## src/nco_pkg.sv

```systemverilog
package nco_pkg;

    // ************************************************************
    // register map (byte addresses)
    // ************************************************************
    localparam logic [5:0] OFF_CONTROL = 6'h00;
    localparam logic [5:0] OFF_CLOCK_SEL = 6'h04;
    localparam logic [5:0] OFF_ACC_LOW = 6'h08;
    localparam logic [5:0] OFF_ACC_HIGH = 6'h0C;
    localparam logic [5:0] OFF_ACC_UPPER = 6'h10;
    localparam logic [5:0] OFF_STEP_LOW = 6'h14;
    localparam logic [5:0] OFF_STEP_HIGH = 6'h18;
    localparam logic [5:0] OFF_STEP_UPPER = 6'h1C;
    localparam logic [5:0] OFF_STATUS = 6'h20;

    // ************************************************************
    // field positions
    // ************************************************************
    localparam int CTL_ENABLE_POS = 7;
    localparam int CTL_LEVEL_POS = 5;
    localparam int CTL_INVERT_POS = 4;
    localparam int CTL_PULSE_MODE_POS = 0;
    localparam int CLK_WIDTH_LSB = 5;
    localparam int CLK_SOURCE_LSB = 0;
    localparam int STAT_FLAG_POS = 0;

    // ************************************************************
    // reset values and sizes
    // ************************************************************
    localparam logic [7:0] RST_CONTROL = 8'h00;
    localparam logic [7:0] RST_CLOCK_SEL = 8'h00;
    localparam logic [19:0] RST_ACC = 20'h00000;
    localparam logic [19:0] RST_STEP = 20'h00001;
    localparam int ACC_W = 20;
    localparam int NUM_SRC = 6;

    // clock source codes
    localparam logic [2:0] SRC_SYSTEM = 3'h0;
    localparam logic [2:0] SRC_FAST = 3'h1;
    localparam logic [2:0] SRC_CELL_FIRST = 3'h2;
    localparam logic [2:0] SRC_CELL_LAST = 3'h5;

    // axi responses
    localparam logic [1:0] RESP_OKAY = 2'h0;
    localparam logic [1:0] RESP_SLVERR = 2'h2;

    typedef enum logic [1:0] {
        WR_IDLE = 2'b01,
        WR_RESP = 2'b10
    } wr_state_t;

endpackage

```

## src/nco_sync.sv

```systemverilog
`timescale 1ns/1ps
// two-stage synchroniser for one asynchronous level
module nco_sync
(
    input wire logic clk,
    input wire logic rst_n,
    input wire logic async_in,
    output logic sync_out
);
    logic meta_q;

    // first stage is read only by the second
    always_ff @(posedge clk or negedge rst_n)
    begin
        if (!rst_n)
        begin
            meta_q <= 1'b0;
            sync_out <= 1'b0;
        end
        else
        begin
            meta_q <= async_in;
            sync_out <= meta_q;
        end
    end
endmodule

```

## src/nco_top.sv

```systemverilog
`timescale 1ns/1ps
module nco_top
    import nco_pkg::*;
#(
    parameter int ADDR_W = 6
)
(
    input wire logic mclk,
    input wire logic rst_n,
    input wire logic [ADDR_W-1:0] s_axi_awaddr,
    input wire logic s_axi_awvalid,
    output logic s_axi_awready,
    input wire logic [31:0] s_axi_wdata,
    input wire logic [3:0] s_axi_wstrb,
    input wire logic s_axi_wvalid,
    output logic s_axi_wready,
    output logic [1:0] s_axi_bresp,
    output logic s_axi_bvalid,
    input wire logic s_axi_bready,
    input wire logic [ADDR_W-1:0] s_axi_araddr,
    input wire logic s_axi_arvalid,
    output logic s_axi_arready,
    output logic [31:0] s_axi_rdata,
    output logic [1:0] s_axi_rresp,
    output logic s_axi_rvalid,
    input wire logic s_axi_rready,
    input wire logic clk_src_system,
    input wire logic clk_src_fast,
    input wire logic [3:0] clk_src_cell,
    output logic osc_out,
    output logic overflow_flag
);
    // ************************************************************
    // declarations
    // ************************************************************
    wr_state_t wr_state_q;
    logic aw_have_q, w_have_q;
    logic [ADDR_W-1:0] aw_addr_q;
    logic [31:0] w_data_q;
    logic w_lane_q;
    logic wr_go;
    logic [ADDR_W-1:0] wr_addr;
    logic [7:0] wr_byte;
    logic wr_hit;
    logic rd_hit;
    logic [7:0] rd_byte;
    logic module_enable_bit_q, output_invert_bit_q, pulse_mode_select_bit_q;
    logic [2:0] pulse_width_field_q, clock_source_field_q;
    logic [19:0] phase_accumulator_q;
    logic [19:0] step_value_q;
    logic [19:0] step_working_buffer_q;
    logic step_load_pend_q;
    logic [NUM_SRC-1:0] src_raw, src_sync;
    logic sel_clk, sel_clk_prev_q;
    logic clk_rise, clk_fall;
    logic [20:0] acc_sum;
    logic acc_overflow;
    logic acc_wr;
    logic toggle_level_q;
    logic pulse_pend_q, pulse_active_q;
    logic [7:0] pulse_left_q;
    logic raw_level;

    // ************************************************************
    // axi4-lite write channel
    // ************************************************************
    assign wr_go = aw_have_q && w_have_q && (wr_state_q == WR_IDLE);
    assign wr_addr = aw_addr_q;
    assign wr_byte = w_data_q[7:0];

    // collect address and data in either order, then answer once
    always_ff @(posedge mclk or negedge rst_n)
    begin
        if (!rst_n)
        begin
            wr_state_q <= WR_IDLE;
            aw_have_q <= 1'b0;
            w_have_q <= 1'b0;
            aw_addr_q <= '0;
            w_data_q <= 32'h00000000;
            w_lane_q <= 1'b0;
            s_axi_awready <= 1'b0;
            s_axi_wready <= 1'b0;
            s_axi_bvalid <= 1'b0;
            s_axi_bresp <= RESP_OKAY;
        end
        else
        begin
            s_axi_awready <= 1'b0;
            s_axi_wready <= 1'b0;
            if (s_axi_awvalid && !aw_have_q && !s_axi_awready)
            begin
                s_axi_awready <= 1'b1;
            end
            if (s_axi_awvalid && s_axi_awready)
            begin
                aw_have_q <= 1'b1;
                aw_addr_q <= s_axi_awaddr;
            end
            if (s_axi_wvalid && !w_have_q && !s_axi_wready)
            begin
                s_axi_wready <= 1'b1;
            end
            if (s_axi_wvalid && s_axi_wready)
            begin
                w_have_q <= 1'b1;
                w_data_q <= s_axi_wdata;
                w_lane_q <= s_axi_wstrb[0];
            end
            case (wr_state_q)
                WR_IDLE:
                begin
                    if (wr_go)
                    begin
                        s_axi_bvalid <= 1'b1;
                        s_axi_bresp <= wr_hit ? RESP_OKAY : RESP_SLVERR;
                        wr_state_q <= WR_RESP;
                    end
                end
                WR_RESP:
                begin
                    if (s_axi_bready)
                    begin
                        s_axi_bvalid <= 1'b0;
                        aw_have_q <= 1'b0;
                        w_have_q <= 1'b0;
                        wr_state_q <= WR_IDLE;
                    end
                end
                default:
                begin
                    wr_state_q <= WR_IDLE;
                end
            endcase
        end
    end

    // address decode for writes
    always_comb
    begin
        case (wr_addr)
            OFF_CONTROL, OFF_CLOCK_SEL, OFF_ACC_LOW, OFF_ACC_HIGH, OFF_ACC_UPPER,
            OFF_STEP_LOW, OFF_STEP_HIGH, OFF_STEP_UPPER, OFF_STATUS: wr_hit = 1'b1;
            default: wr_hit = 1'b0;
        endcase
    end

    // ************************************************************
    // control registers
    // ************************************************************
    always_ff @(posedge mclk or negedge rst_n)
    begin
        if (!rst_n)
        begin
            module_enable_bit_q <= RST_CONTROL[CTL_ENABLE_POS];
            output_invert_bit_q <= RST_CONTROL[CTL_INVERT_POS];
            pulse_mode_select_bit_q <= RST_CONTROL[CTL_PULSE_MODE_POS];
            pulse_width_field_q <= RST_CLOCK_SEL[CLK_WIDTH_LSB +: 3];
            clock_source_field_q <= RST_CLOCK_SEL[CLK_SOURCE_LSB +: 3];
            step_value_q <= RST_STEP;
        end
        else if (wr_go && w_lane_q)
        begin
            case (wr_addr)
                OFF_CONTROL:
                begin
                    module_enable_bit_q <= wr_byte[CTL_ENABLE_POS];
                    output_invert_bit_q <= wr_byte[CTL_INVERT_POS];
                    pulse_mode_select_bit_q <= wr_byte[CTL_PULSE_MODE_POS];
                end
                OFF_CLOCK_SEL:
                begin
                    pulse_width_field_q <= wr_byte[CLK_WIDTH_LSB +: 3];
                    clock_source_field_q <= wr_byte[CLK_SOURCE_LSB +: 3];
                end
                OFF_STEP_LOW: step_value_q[7:0] <= wr_byte;
                OFF_STEP_HIGH: step_value_q[15:8] <= wr_byte;
                OFF_STEP_UPPER: step_value_q[19:16] <= wr_byte[3:0];
                default:
                begin
                end
            endcase
        end
    end

    // ************************************************************
    // input clock selection and edges
    // ************************************************************
    assign src_raw = {clk_src_cell, clk_src_fast, clk_src_system};

    genvar gi;
    generate
        for (gi = 0; gi < NUM_SRC; gi++)
        begin : g_sync
            nco_sync u_sync
            (
                .clk(mclk),
                .rst_n(rst_n),
                .async_in(src_raw[gi]),
                .sync_out(src_sync[gi])
            );
        end
    endgenerate

    // reserved codes select no clock
    always_comb
    begin
        if (clock_source_field_q <= SRC_CELL_LAST)
        begin
            sel_clk = src_sync[clock_source_field_q];
        end
        else
        begin
            sel_clk = 1'b0;
        end
    end

    always_ff @(posedge mclk or negedge rst_n)
    begin
        if (!rst_n)
        begin
            sel_clk_prev_q <= 1'b0;
        end
        else
        begin
            sel_clk_prev_q <= sel_clk;
        end
    end

    assign clk_rise = sel_clk && !sel_clk_prev_q;
    assign clk_fall = !sel_clk && sel_clk_prev_q;

    // ************************************************************
    // accumulator and working buffer
    // ************************************************************
    assign acc_sum = {1'b0, phase_accumulator_q} + {1'b0, step_working_buffer_q};
    assign acc_overflow = module_enable_bit_q && clk_rise && acc_sum[ACC_W];
    assign acc_wr = wr_go && w_lane_q
        && (wr_addr == OFF_ACC_LOW || wr_addr == OFF_ACC_HIGH || wr_addr == OFF_ACC_UPPER);

    // sum advances on selected clock rises while enabled; bus writes win over the adder
    always_ff @(posedge mclk or negedge rst_n)
    begin
        if (!rst_n)
        begin
            phase_accumulator_q <= RST_ACC;
        end
        else if (acc_wr)
        begin
            case (wr_addr)
                OFF_ACC_LOW: phase_accumulator_q[7:0] <= wr_byte;
                OFF_ACC_HIGH: phase_accumulator_q[15:8] <= wr_byte;
                default: phase_accumulator_q[19:16] <= wr_byte[3:0];
            endcase
        end
        else if (module_enable_bit_q && clk_rise)
        begin
            phase_accumulator_q <= acc_sum[ACC_W-1:0];
        end
    end

    // buffer transfer on the falling edge, or at once while disabled
    always_ff @(posedge mclk or negedge rst_n)
    begin
        if (!rst_n)
        begin
            step_working_buffer_q <= RST_STEP;
            step_load_pend_q <= 1'b0;
        end
        else
        begin
            if (step_load_pend_q && (clk_fall || !module_enable_bit_q))
            begin
                step_working_buffer_q <= step_value_q;
            end
            if (wr_go && w_lane_q && (wr_addr == OFF_STEP_LOW
                || (!module_enable_bit_q && (wr_addr == OFF_STEP_HIGH
                || wr_addr == OFF_STEP_UPPER))))
            begin
                step_load_pend_q <= 1'b1; // new write keeps the request
            end
            else if (clk_fall || !module_enable_bit_q)
            begin
                step_load_pend_q <= 1'b0;
            end
        end
    end

    // ************************************************************
    // output shaping
    // ************************************************************
    always_ff @(posedge mclk or negedge rst_n)
    begin
        if (!rst_n)
        begin
            toggle_level_q <= 1'b0;
            pulse_pend_q <= 1'b0;
            pulse_active_q <= 1'b0;
            pulse_left_q <= 8'h00;
        end
        else if (!module_enable_bit_q)
        begin
            pulse_pend_q <= 1'b0;
            pulse_active_q <= 1'b0;
        end
        else if (clk_rise)
        begin
            if (acc_overflow && !pulse_mode_select_bit_q)
            begin
                toggle_level_q <= !toggle_level_q;
            end
            pulse_pend_q <= acc_overflow && pulse_mode_select_bit_q;
            if (pulse_pend_q)
            begin
                pulse_active_q <= 1'b1;
                pulse_left_q <= 8'h01 << pulse_width_field_q;
            end
            else if (pulse_active_q)
            begin
                pulse_active_q <= (pulse_left_q != 8'h01);
                pulse_left_q <= pulse_left_q - 8'h01;
            end
        end
    end

    assign raw_level = pulse_mode_select_bit_q ? pulse_active_q : toggle_level_q;

    // polarity stage and sticky overflow flag
    always_ff @(posedge mclk or negedge rst_n)
    begin
        if (!rst_n)
        begin
            osc_out <= 1'b0;
            overflow_flag <= 1'b0;
        end
        else
        begin
            osc_out <= raw_level ^ output_invert_bit_q;
            if (acc_overflow)
            begin
                overflow_flag <= 1'b1;
            end
            else if (wr_go && w_lane_q && wr_addr == OFF_STATUS && wr_byte[STAT_FLAG_POS])
            begin
                overflow_flag <= 1'b0;
            end
        end
    end

    // ************************************************************
    // axi4-lite read channel
    // ************************************************************
    always_comb
    begin
        rd_hit = 1'b1;
        rd_byte = 8'h00;
        case (s_axi_araddr)
            OFF_CONTROL:
            begin
                rd_byte[CTL_ENABLE_POS] = module_enable_bit_q;
                rd_byte[CTL_LEVEL_POS] = osc_out;
                rd_byte[CTL_INVERT_POS] = output_invert_bit_q;
                rd_byte[CTL_PULSE_MODE_POS] = pulse_mode_select_bit_q;
            end
            OFF_CLOCK_SEL:
            begin
                rd_byte[CLK_WIDTH_LSB +: 3] = pulse_width_field_q;
                rd_byte[CLK_SOURCE_LSB +: 3] = clock_source_field_q;
            end
            OFF_ACC_LOW: rd_byte = phase_accumulator_q[7:0];
            OFF_ACC_HIGH: rd_byte = phase_accumulator_q[15:8];
            OFF_ACC_UPPER: rd_byte = {4'h0, phase_accumulator_q[19:16]};
            OFF_STEP_LOW: rd_byte = step_value_q[7:0];
            OFF_STEP_HIGH: rd_byte = step_value_q[15:8];
            OFF_STEP_UPPER: rd_byte = {4'h0, step_value_q[19:16]};
            OFF_STATUS: rd_byte[STAT_FLAG_POS] = overflow_flag;
            default: rd_hit = 1'b0;
        endcase
    end

    // one read in flight; data held until taken
    always_ff @(posedge mclk or negedge rst_n)
    begin
        if (!rst_n)
        begin
            s_axi_arready <= 1'b0;
            s_axi_rvalid <= 1'b0;
            s_axi_rdata <= 32'h00000000;
            s_axi_rresp <= RESP_OKAY;
        end
        else
        begin
            s_axi_arready <= s_axi_arvalid && !s_axi_arready && !s_axi_rvalid;
            if (s_axi_arvalid && s_axi_arready)
            begin
                s_axi_rvalid <= 1'b1;
                s_axi_rdata <= {24'h000000, rd_byte};
                s_axi_rresp <= rd_hit ? RESP_OKAY : RESP_SLVERR;
            end
            else if (s_axi_rvalid && s_axi_rready)
            begin
                s_axi_rvalid <= 1'b0;
            end
        end
    end

    // ************************************************************
    // checks
    // ************************************************************
    property p_hold_disabled;
        @(posedge mclk) disable iff (!rst_n)
        (!module_enable_bit_q && !acc_wr) |=> $stable(phase_accumulator_q);
    endproperty
    a_hold_disabled: assert property (p_hold_disabled) else $error("acc moved while off");

    property p_add;
        @(posedge mclk) disable iff (!rst_n)
        (module_enable_bit_q && clk_rise && !acc_wr)
            |=> phase_accumulator_q == 20'($past(phase_accumulator_q) + $past(step_working_buffer_q));
    endproperty
    a_add: assert property (p_add) else $error("accumulator sum wrong");

    property p_flag;
        @(posedge mclk) disable iff (!rst_n)
        acc_overflow |=> overflow_flag;
    endproperty
    a_flag: assert property (p_flag) else $error("overflow flag not set");

    property p_toggle;
        @(posedge mclk) disable iff (!rst_n)
        (acc_overflow && !pulse_mode_select_bit_q) |=> toggle_level_q != $past(toggle_level_q);
    endproperty
    a_toggle: assert property (p_toggle) else $error("no toggle on overflow");

    property p_level_read;
        @(posedge mclk) disable iff (!rst_n)
        (s_axi_arvalid && s_axi_arready && s_axi_araddr == OFF_CONTROL)
            |=> s_axi_rdata[CTL_LEVEL_POS] == $past(osc_out);
    endproperty
    a_level_read: assert property (p_level_read) else $error("level bit wrong");

    property p_unimpl;
        @(posedge mclk) disable iff (!rst_n)
        (s_axi_arvalid && s_axi_arready && s_axi_araddr == OFF_CONTROL)
            |=> s_axi_rdata[6] == 1'b0 && s_axi_rdata[3:1] == 3'h0 && s_axi_rdata[31:8] == 24'h0;
    endproperty
    a_unimpl: assert property (p_unimpl) else $error("unused bits not zero");

    property p_polarity;
        @(posedge mclk) disable iff (!rst_n)
        1'b1 |=> osc_out == ($past(raw_level) ^ $past(output_invert_bit_q));
    endproperty
    a_polarity: assert property (p_polarity) else $error("polarity wrong");

    property p_buf_load;
        @(posedge mclk) disable iff (!rst_n)
        (step_load_pend_q && (clk_fall || !module_enable_bit_q))
            |=> step_working_buffer_q == $past(step_value_q);
    endproperty
    a_buf_load: assert property (p_buf_load) else $error("buffer not loaded");

    property p_pulse_start;
        @(posedge mclk) disable iff (!rst_n)
        (module_enable_bit_q && clk_rise && pulse_pend_q)
            |=> pulse_active_q && pulse_left_q == (8'h01 << $past(pulse_width_field_q));
    endproperty
    a_pulse_start: assert property (p_pulse_start) else $error("pulse start wrong");
endmodule

```

## config.mk

```make
export PLATFORM = sky130hd
export DESIGN_NAME = nco_top
export DESIGN_NICKNAME = d
export VERILOG_FILES = /design/src/nco_pkg.sv /design/src/nco_sync.sv /design/src/nco_top.sv
export SDC_FILE = /design/constraint.sdc
export NUM_CORES = 1
export LEC_CHECK = 0
export ABC_CLOCK_PERIOD_IN_PS = 3000
export BUFFER_PORTS_ARGS = -buffer_cell sky130_fd_sc_hd__buf_2
export CORE_AREA = 4 4 143 145
export DETAILED_ROUTE_END_ITERATION = 8
export DIE_AREA = 0 0 147 149
export PLACE_DENSITY = 0.56
export RECOVER_POWER = 100
export SYNTH_ARGS = -nofsm -noshare
export SYNTH_HDL_FRONTEND = slang
export SYNTH_SLANG_ARGS = --single-unit
```

## constraint.sdc

```tcl
create_clock -name mclk -period 3 [get_ports mclk]
set_input_delay 0.3 -clock mclk [delete_from_list [all_inputs] [get_ports mclk]]
set_output_delay 0.3 -clock mclk [all_outputs]
set_load 0.05 [all_outputs]
```

==> metrics list <==
* Relative max-transition margin: -29.6%
- Number of antenna violations at the first check in global routing: 0
- Remaining routing DRC violations: 0
* Number of global-route vias before repair: 5249
* Crit share post-route: 89.2%
- Clock tree from TritonCTS: yes
- Adding up every negative setup slack in the final design gives 0 ns.
- The first detailed-routing pass ran for 5 iterations.
- Post-layout minimum cycle time: 2.68 ns
- STA puts the critical path data arrival time at 2.98 ns.
- Clock Power Share: 31.7%
* Top fanout value on the critical path: 13
* Total Die Area: 21900 um2
* Total of flip-flops plus latches after synthesis: 130
- Cell types with the largest area share after synthesis: dfrtp_1 (45%), mux2_2 (11%), ha_1 (3.9%)
* Via density: 5.26
* Total number of yosys warnings: 0
- The floorplan step set the die height to 149 um.
- The net count of the finished layout is 808.
- Counting tap cells, the placed design contains a total of 963 instances.
* Largest net degree at the start of global routing: 78
* Cell count after synthesis: 666
- Maximum clock insertion buffer count: 2
- Internal power comes to 0.00435 W.
- In this run the static leakage power is 3.70 nW.
- Input and output buffers added on the ports amount to 50.
* Worst Skew: 0.00913 ns
- Switching part of the total: 36.1%
- In this design, the largest share of critical-path delay is due to simple AND/OR/NAND/NOR gates.
* TritonCTS Buffers: 17
* Slew at the pin closest to its max-slew limit: 1.94 ns
* Post-layout instance count excluding filler cells: 1002
* Ranking of synthesized cells by instance count: dfrtp_1 (127), mux2_2 (70), nand2_1 (59)
- Timing-limited maximum frequency: 0.374 GHz
- Total net switching power: 0.00245 W
- The total count of hold-check failures in the final report was 0.
* # H-tree levels: 4
- Final HPWL DP: 13200 um
* Number of antenna diodes: 0
- For this run, the slowest stage of the critical path takes 0.54 ns.
* Number of DRC violations after detailed-routing iteration 0: 429
- Final Wtd Congestion: 0.959
* Post-synthesis sequential area ratio: 46.3%
- The cell sitting at the root of the clock tree is a clkbuf_16.
- After detailed routing, the total wire length is 18300 um.
- Post-synthesis cell area: 7030 um2
- For this run, asynchronously set or reset flops after synthesis account for 100%.
- Fraction of final layout cells sized beyond drive strength 1: 22.0%
* Endpoints failing setup: 0
* Row count: 51
* Worst path required time: 3.30 ns
- Power per standard cell area: 844 nW/um2
- The share of total power dissipated in combinational logic is 27.1%.
* Initial core utilization: 36.6%
* Most frequently used cell type in the post-synthesis netlist: dfrtp_1
* Routed length per instance: 18.2 um
- After clock tree synthesis, the clock-pin slew on the worst setup and hold paths is 0.06 ns.
- Sequential cells burn 41.1% of the power.
- The final reports fail on capacitance limit, slew limit.
- The clock reaches the later pin of the worst-skew pair after 0.43 ns.
- The critical path goes through nand4b_1 -> nor4bb_1 -> clkbuf_1 -> nand2_2 -> nand2_8 -> nand2_4 -> mux2_1.
- Placeable core region: 19200 um2
* Setup repair after global routing missed its margin: false
* Area share of the largest cell type after synthesis: 45.2%
- Critical Path Start Type: flip-flop
- Overall track demand over capacity in global routing: 17.1%
- IR analysis of the VDD net gives a maximum drop of 455 uV.
- Clock tree synthesis found a total of 130 sinks.
* Number of max-slew violations in the final report: 78
- Main synth FF type: dfrtp_1
- Outcome: complete, but fails checks
* Global-route congestion overflow total: 0
- Via count of the routed design: 5267
* Mean Syn Cell Area: 10.6 um2
- Count of pins on the block boundary: 104
* Path category of the worst min-delay check: input port to flip-flop
* Cell with the largest stage delay on the worst path: dfstp_1
- Global-route wire length before repair: 28800 um
- The synthesized design spends more area on one cell type than any other, namely dfrtp_1.
- Cell variety after synth: 70
- Category of the most critical setup path: flip-flop to flip-flop
* EDFF count, synth: 0
- The die is 147 um wide.
- In this run the remaining antenna-violating nets after routing total 0.
- STA classifies the critical path endpoint as a flip-flop.
- Number of buffer and inverter instances along the worst setup path: 1
- Area growth, synth to finish: 14.7%
- Max-cap violations in this run came to 1.
## flip-flops by register name, indices dropped and copies added, names as in the netlist, 2 cells and up
register / flops
aw_addr_q: 6
clock_source_field_q: 3
g_sync.u_sync.meta_q: 6
g_sync.u_sync.sync_out: 6
phase_accumulator_q: 20
pulse_left_q: 8
pulse_width_field_q: 3
s_axi_rdata: 8
step_value_q: 20
step_working_buffer_q: 20
w_data_q: 8
wr_state_q: 2
## layout by cell type (no fill, tap or decap), drive strengths merged, types with 4 or more instances in the layout
| cell type | synthesis | layout |
|---|---|---|
| nand2 | 62 | 62 |
| clkbuf | 18 | 47 |
| a22oi | 6 | 6 |
| mux4 | 5 | 5 |
| xor2 | 9 | 9 |
| and2 | 5 | 5 |
| inv | 17 | 18 |
| mux2 | 71 | 71 |
| nand2b | 11 | 11 |
| nor3 | 12 | 12 |
| dfrtp | 127 | 127 |
| a21boi | 4 | 4 |
| a21oi | 48 | 48 |
| xnor2 | 6 | 6 |
| buf | 36 | 36 |
| mux2i | 6 | 6 |
| o21ai | 27 | 27 |
| ha | 22 | 22 |
| nor4 | 5 | 5 |
| nand4 | 6 | 6 |
| o211ai | 5 | 5 |
| clkinv | 0 | 6 |
| nand3 | 19 | 19 |
| conb | 1 | 26 |
| dlygate4sd3 | 0 | 7 |
| a21o | 6 | 6 |
| a22o | 4 | 4 |
| nor3b | 4 | 4 |
| nor2 | 48 | 48 |
| nor2b | 8 | 8 |
| a31oi | 21 | 21 |
## logic make-up after synthesis
family,after synthesis,share of synthesized area [%]
buf+inv,71,5.82
compound gates,143,13.3
xor+xnor,15,1.87
fa+ha+maj,23,4.20
mux,82,13.8
flops,130,46.3
other cells,1,0.0533
simple gates,201,14.6
## through the flow
| step | total power (W) | setup WS, ns | util (%) | area (um2) | hold slack (ns) |
|---|---|---|---|---|---|
| after global routing | 0.00720 | 0.155 | 42.0 | 8060 | 0.0931 |
| final | 0.00681 | 0.324 | 42.0 | 8060 | 0.103 |
| after CTS | 0.00690 | 0.460 | 42.3 | 8130 | 0.0820 |
| after floorplan | 0.00409 | 0.765 | - | 7120 | 0.00441 |
| after global placement | 0.00462 | 0.477 | 38.8 | 7450 | 0.339 |
| after detailed placement | 0.00469 | 0.465 | 38.8 | 7450 | 0.336 |
## per-layer routing
metal	part of all wire (%)	up-vias	track usage, %
met5	0	-	0
met4	2.5	0	6.34
met3	6.3	29	4.74
met2	46	164	27.3
met1	45	2610	22.4
li1	-	2464	-
## layout make-up
type / instances / area [um2]
Multi-Input combinational cell: 490 / 3440
Inverter: 17 / 63.8
Clock buffer: 22 / 484
Sequential cell: 130 / 3260
Clock inverter: 10 / 129
Timing Repair Buffer: 68 / 363
Tap cell: 265 / 332
Fill cell: 1860 / 11100
## path summary, 6_finish.rpt
check / cells after the start / slack (ns) / endpoint / from
min in group asynchronous: 2 / 0.95 / step_working_buffer_q[3] / rst_n
max in group asynchronous: 3 / 0.73 / wr_state_q[0] / rst_n
worst min register to register: 0 / 0.34 / g_sync[3].u_sync.sync_out / g_sync[3].u_sync.meta_q
worst min-delay path: 2 / 0.10 / w_data_q[4] / s_axi_wdata[4]
worst max register to register: 7 / 0.32 / phase_accumulator_q[15] / wr_state_q[0]
worst max-delay path: 7 / 0.32 / phase_accumulator_q[15] / wr_state_q[0]
## power groups by stage
stage / logic, W / registers, W / clock network (W)
global route: 0.00204 / 0.00287 / 0.00228
floorplan: 0.00138 / 0.00271 / 0
global placement: 0.00182 / 0.00281 / 0
detailed placement: 0.00186 / 0.00283 / 0
CTS: 0.00189 / 0.00280 / 0.00221
finish: 0.00185 / 0.00280 / 0.00216
## timing repair
action                                 4_1_cts  5_1_grt
resized for setup                            0        0
hold buffers                                 7        0
endpoints found under the hold margin       78        0
setup buffers                                0        0
No activity file was read; power rests on OpenSTA's default activity.
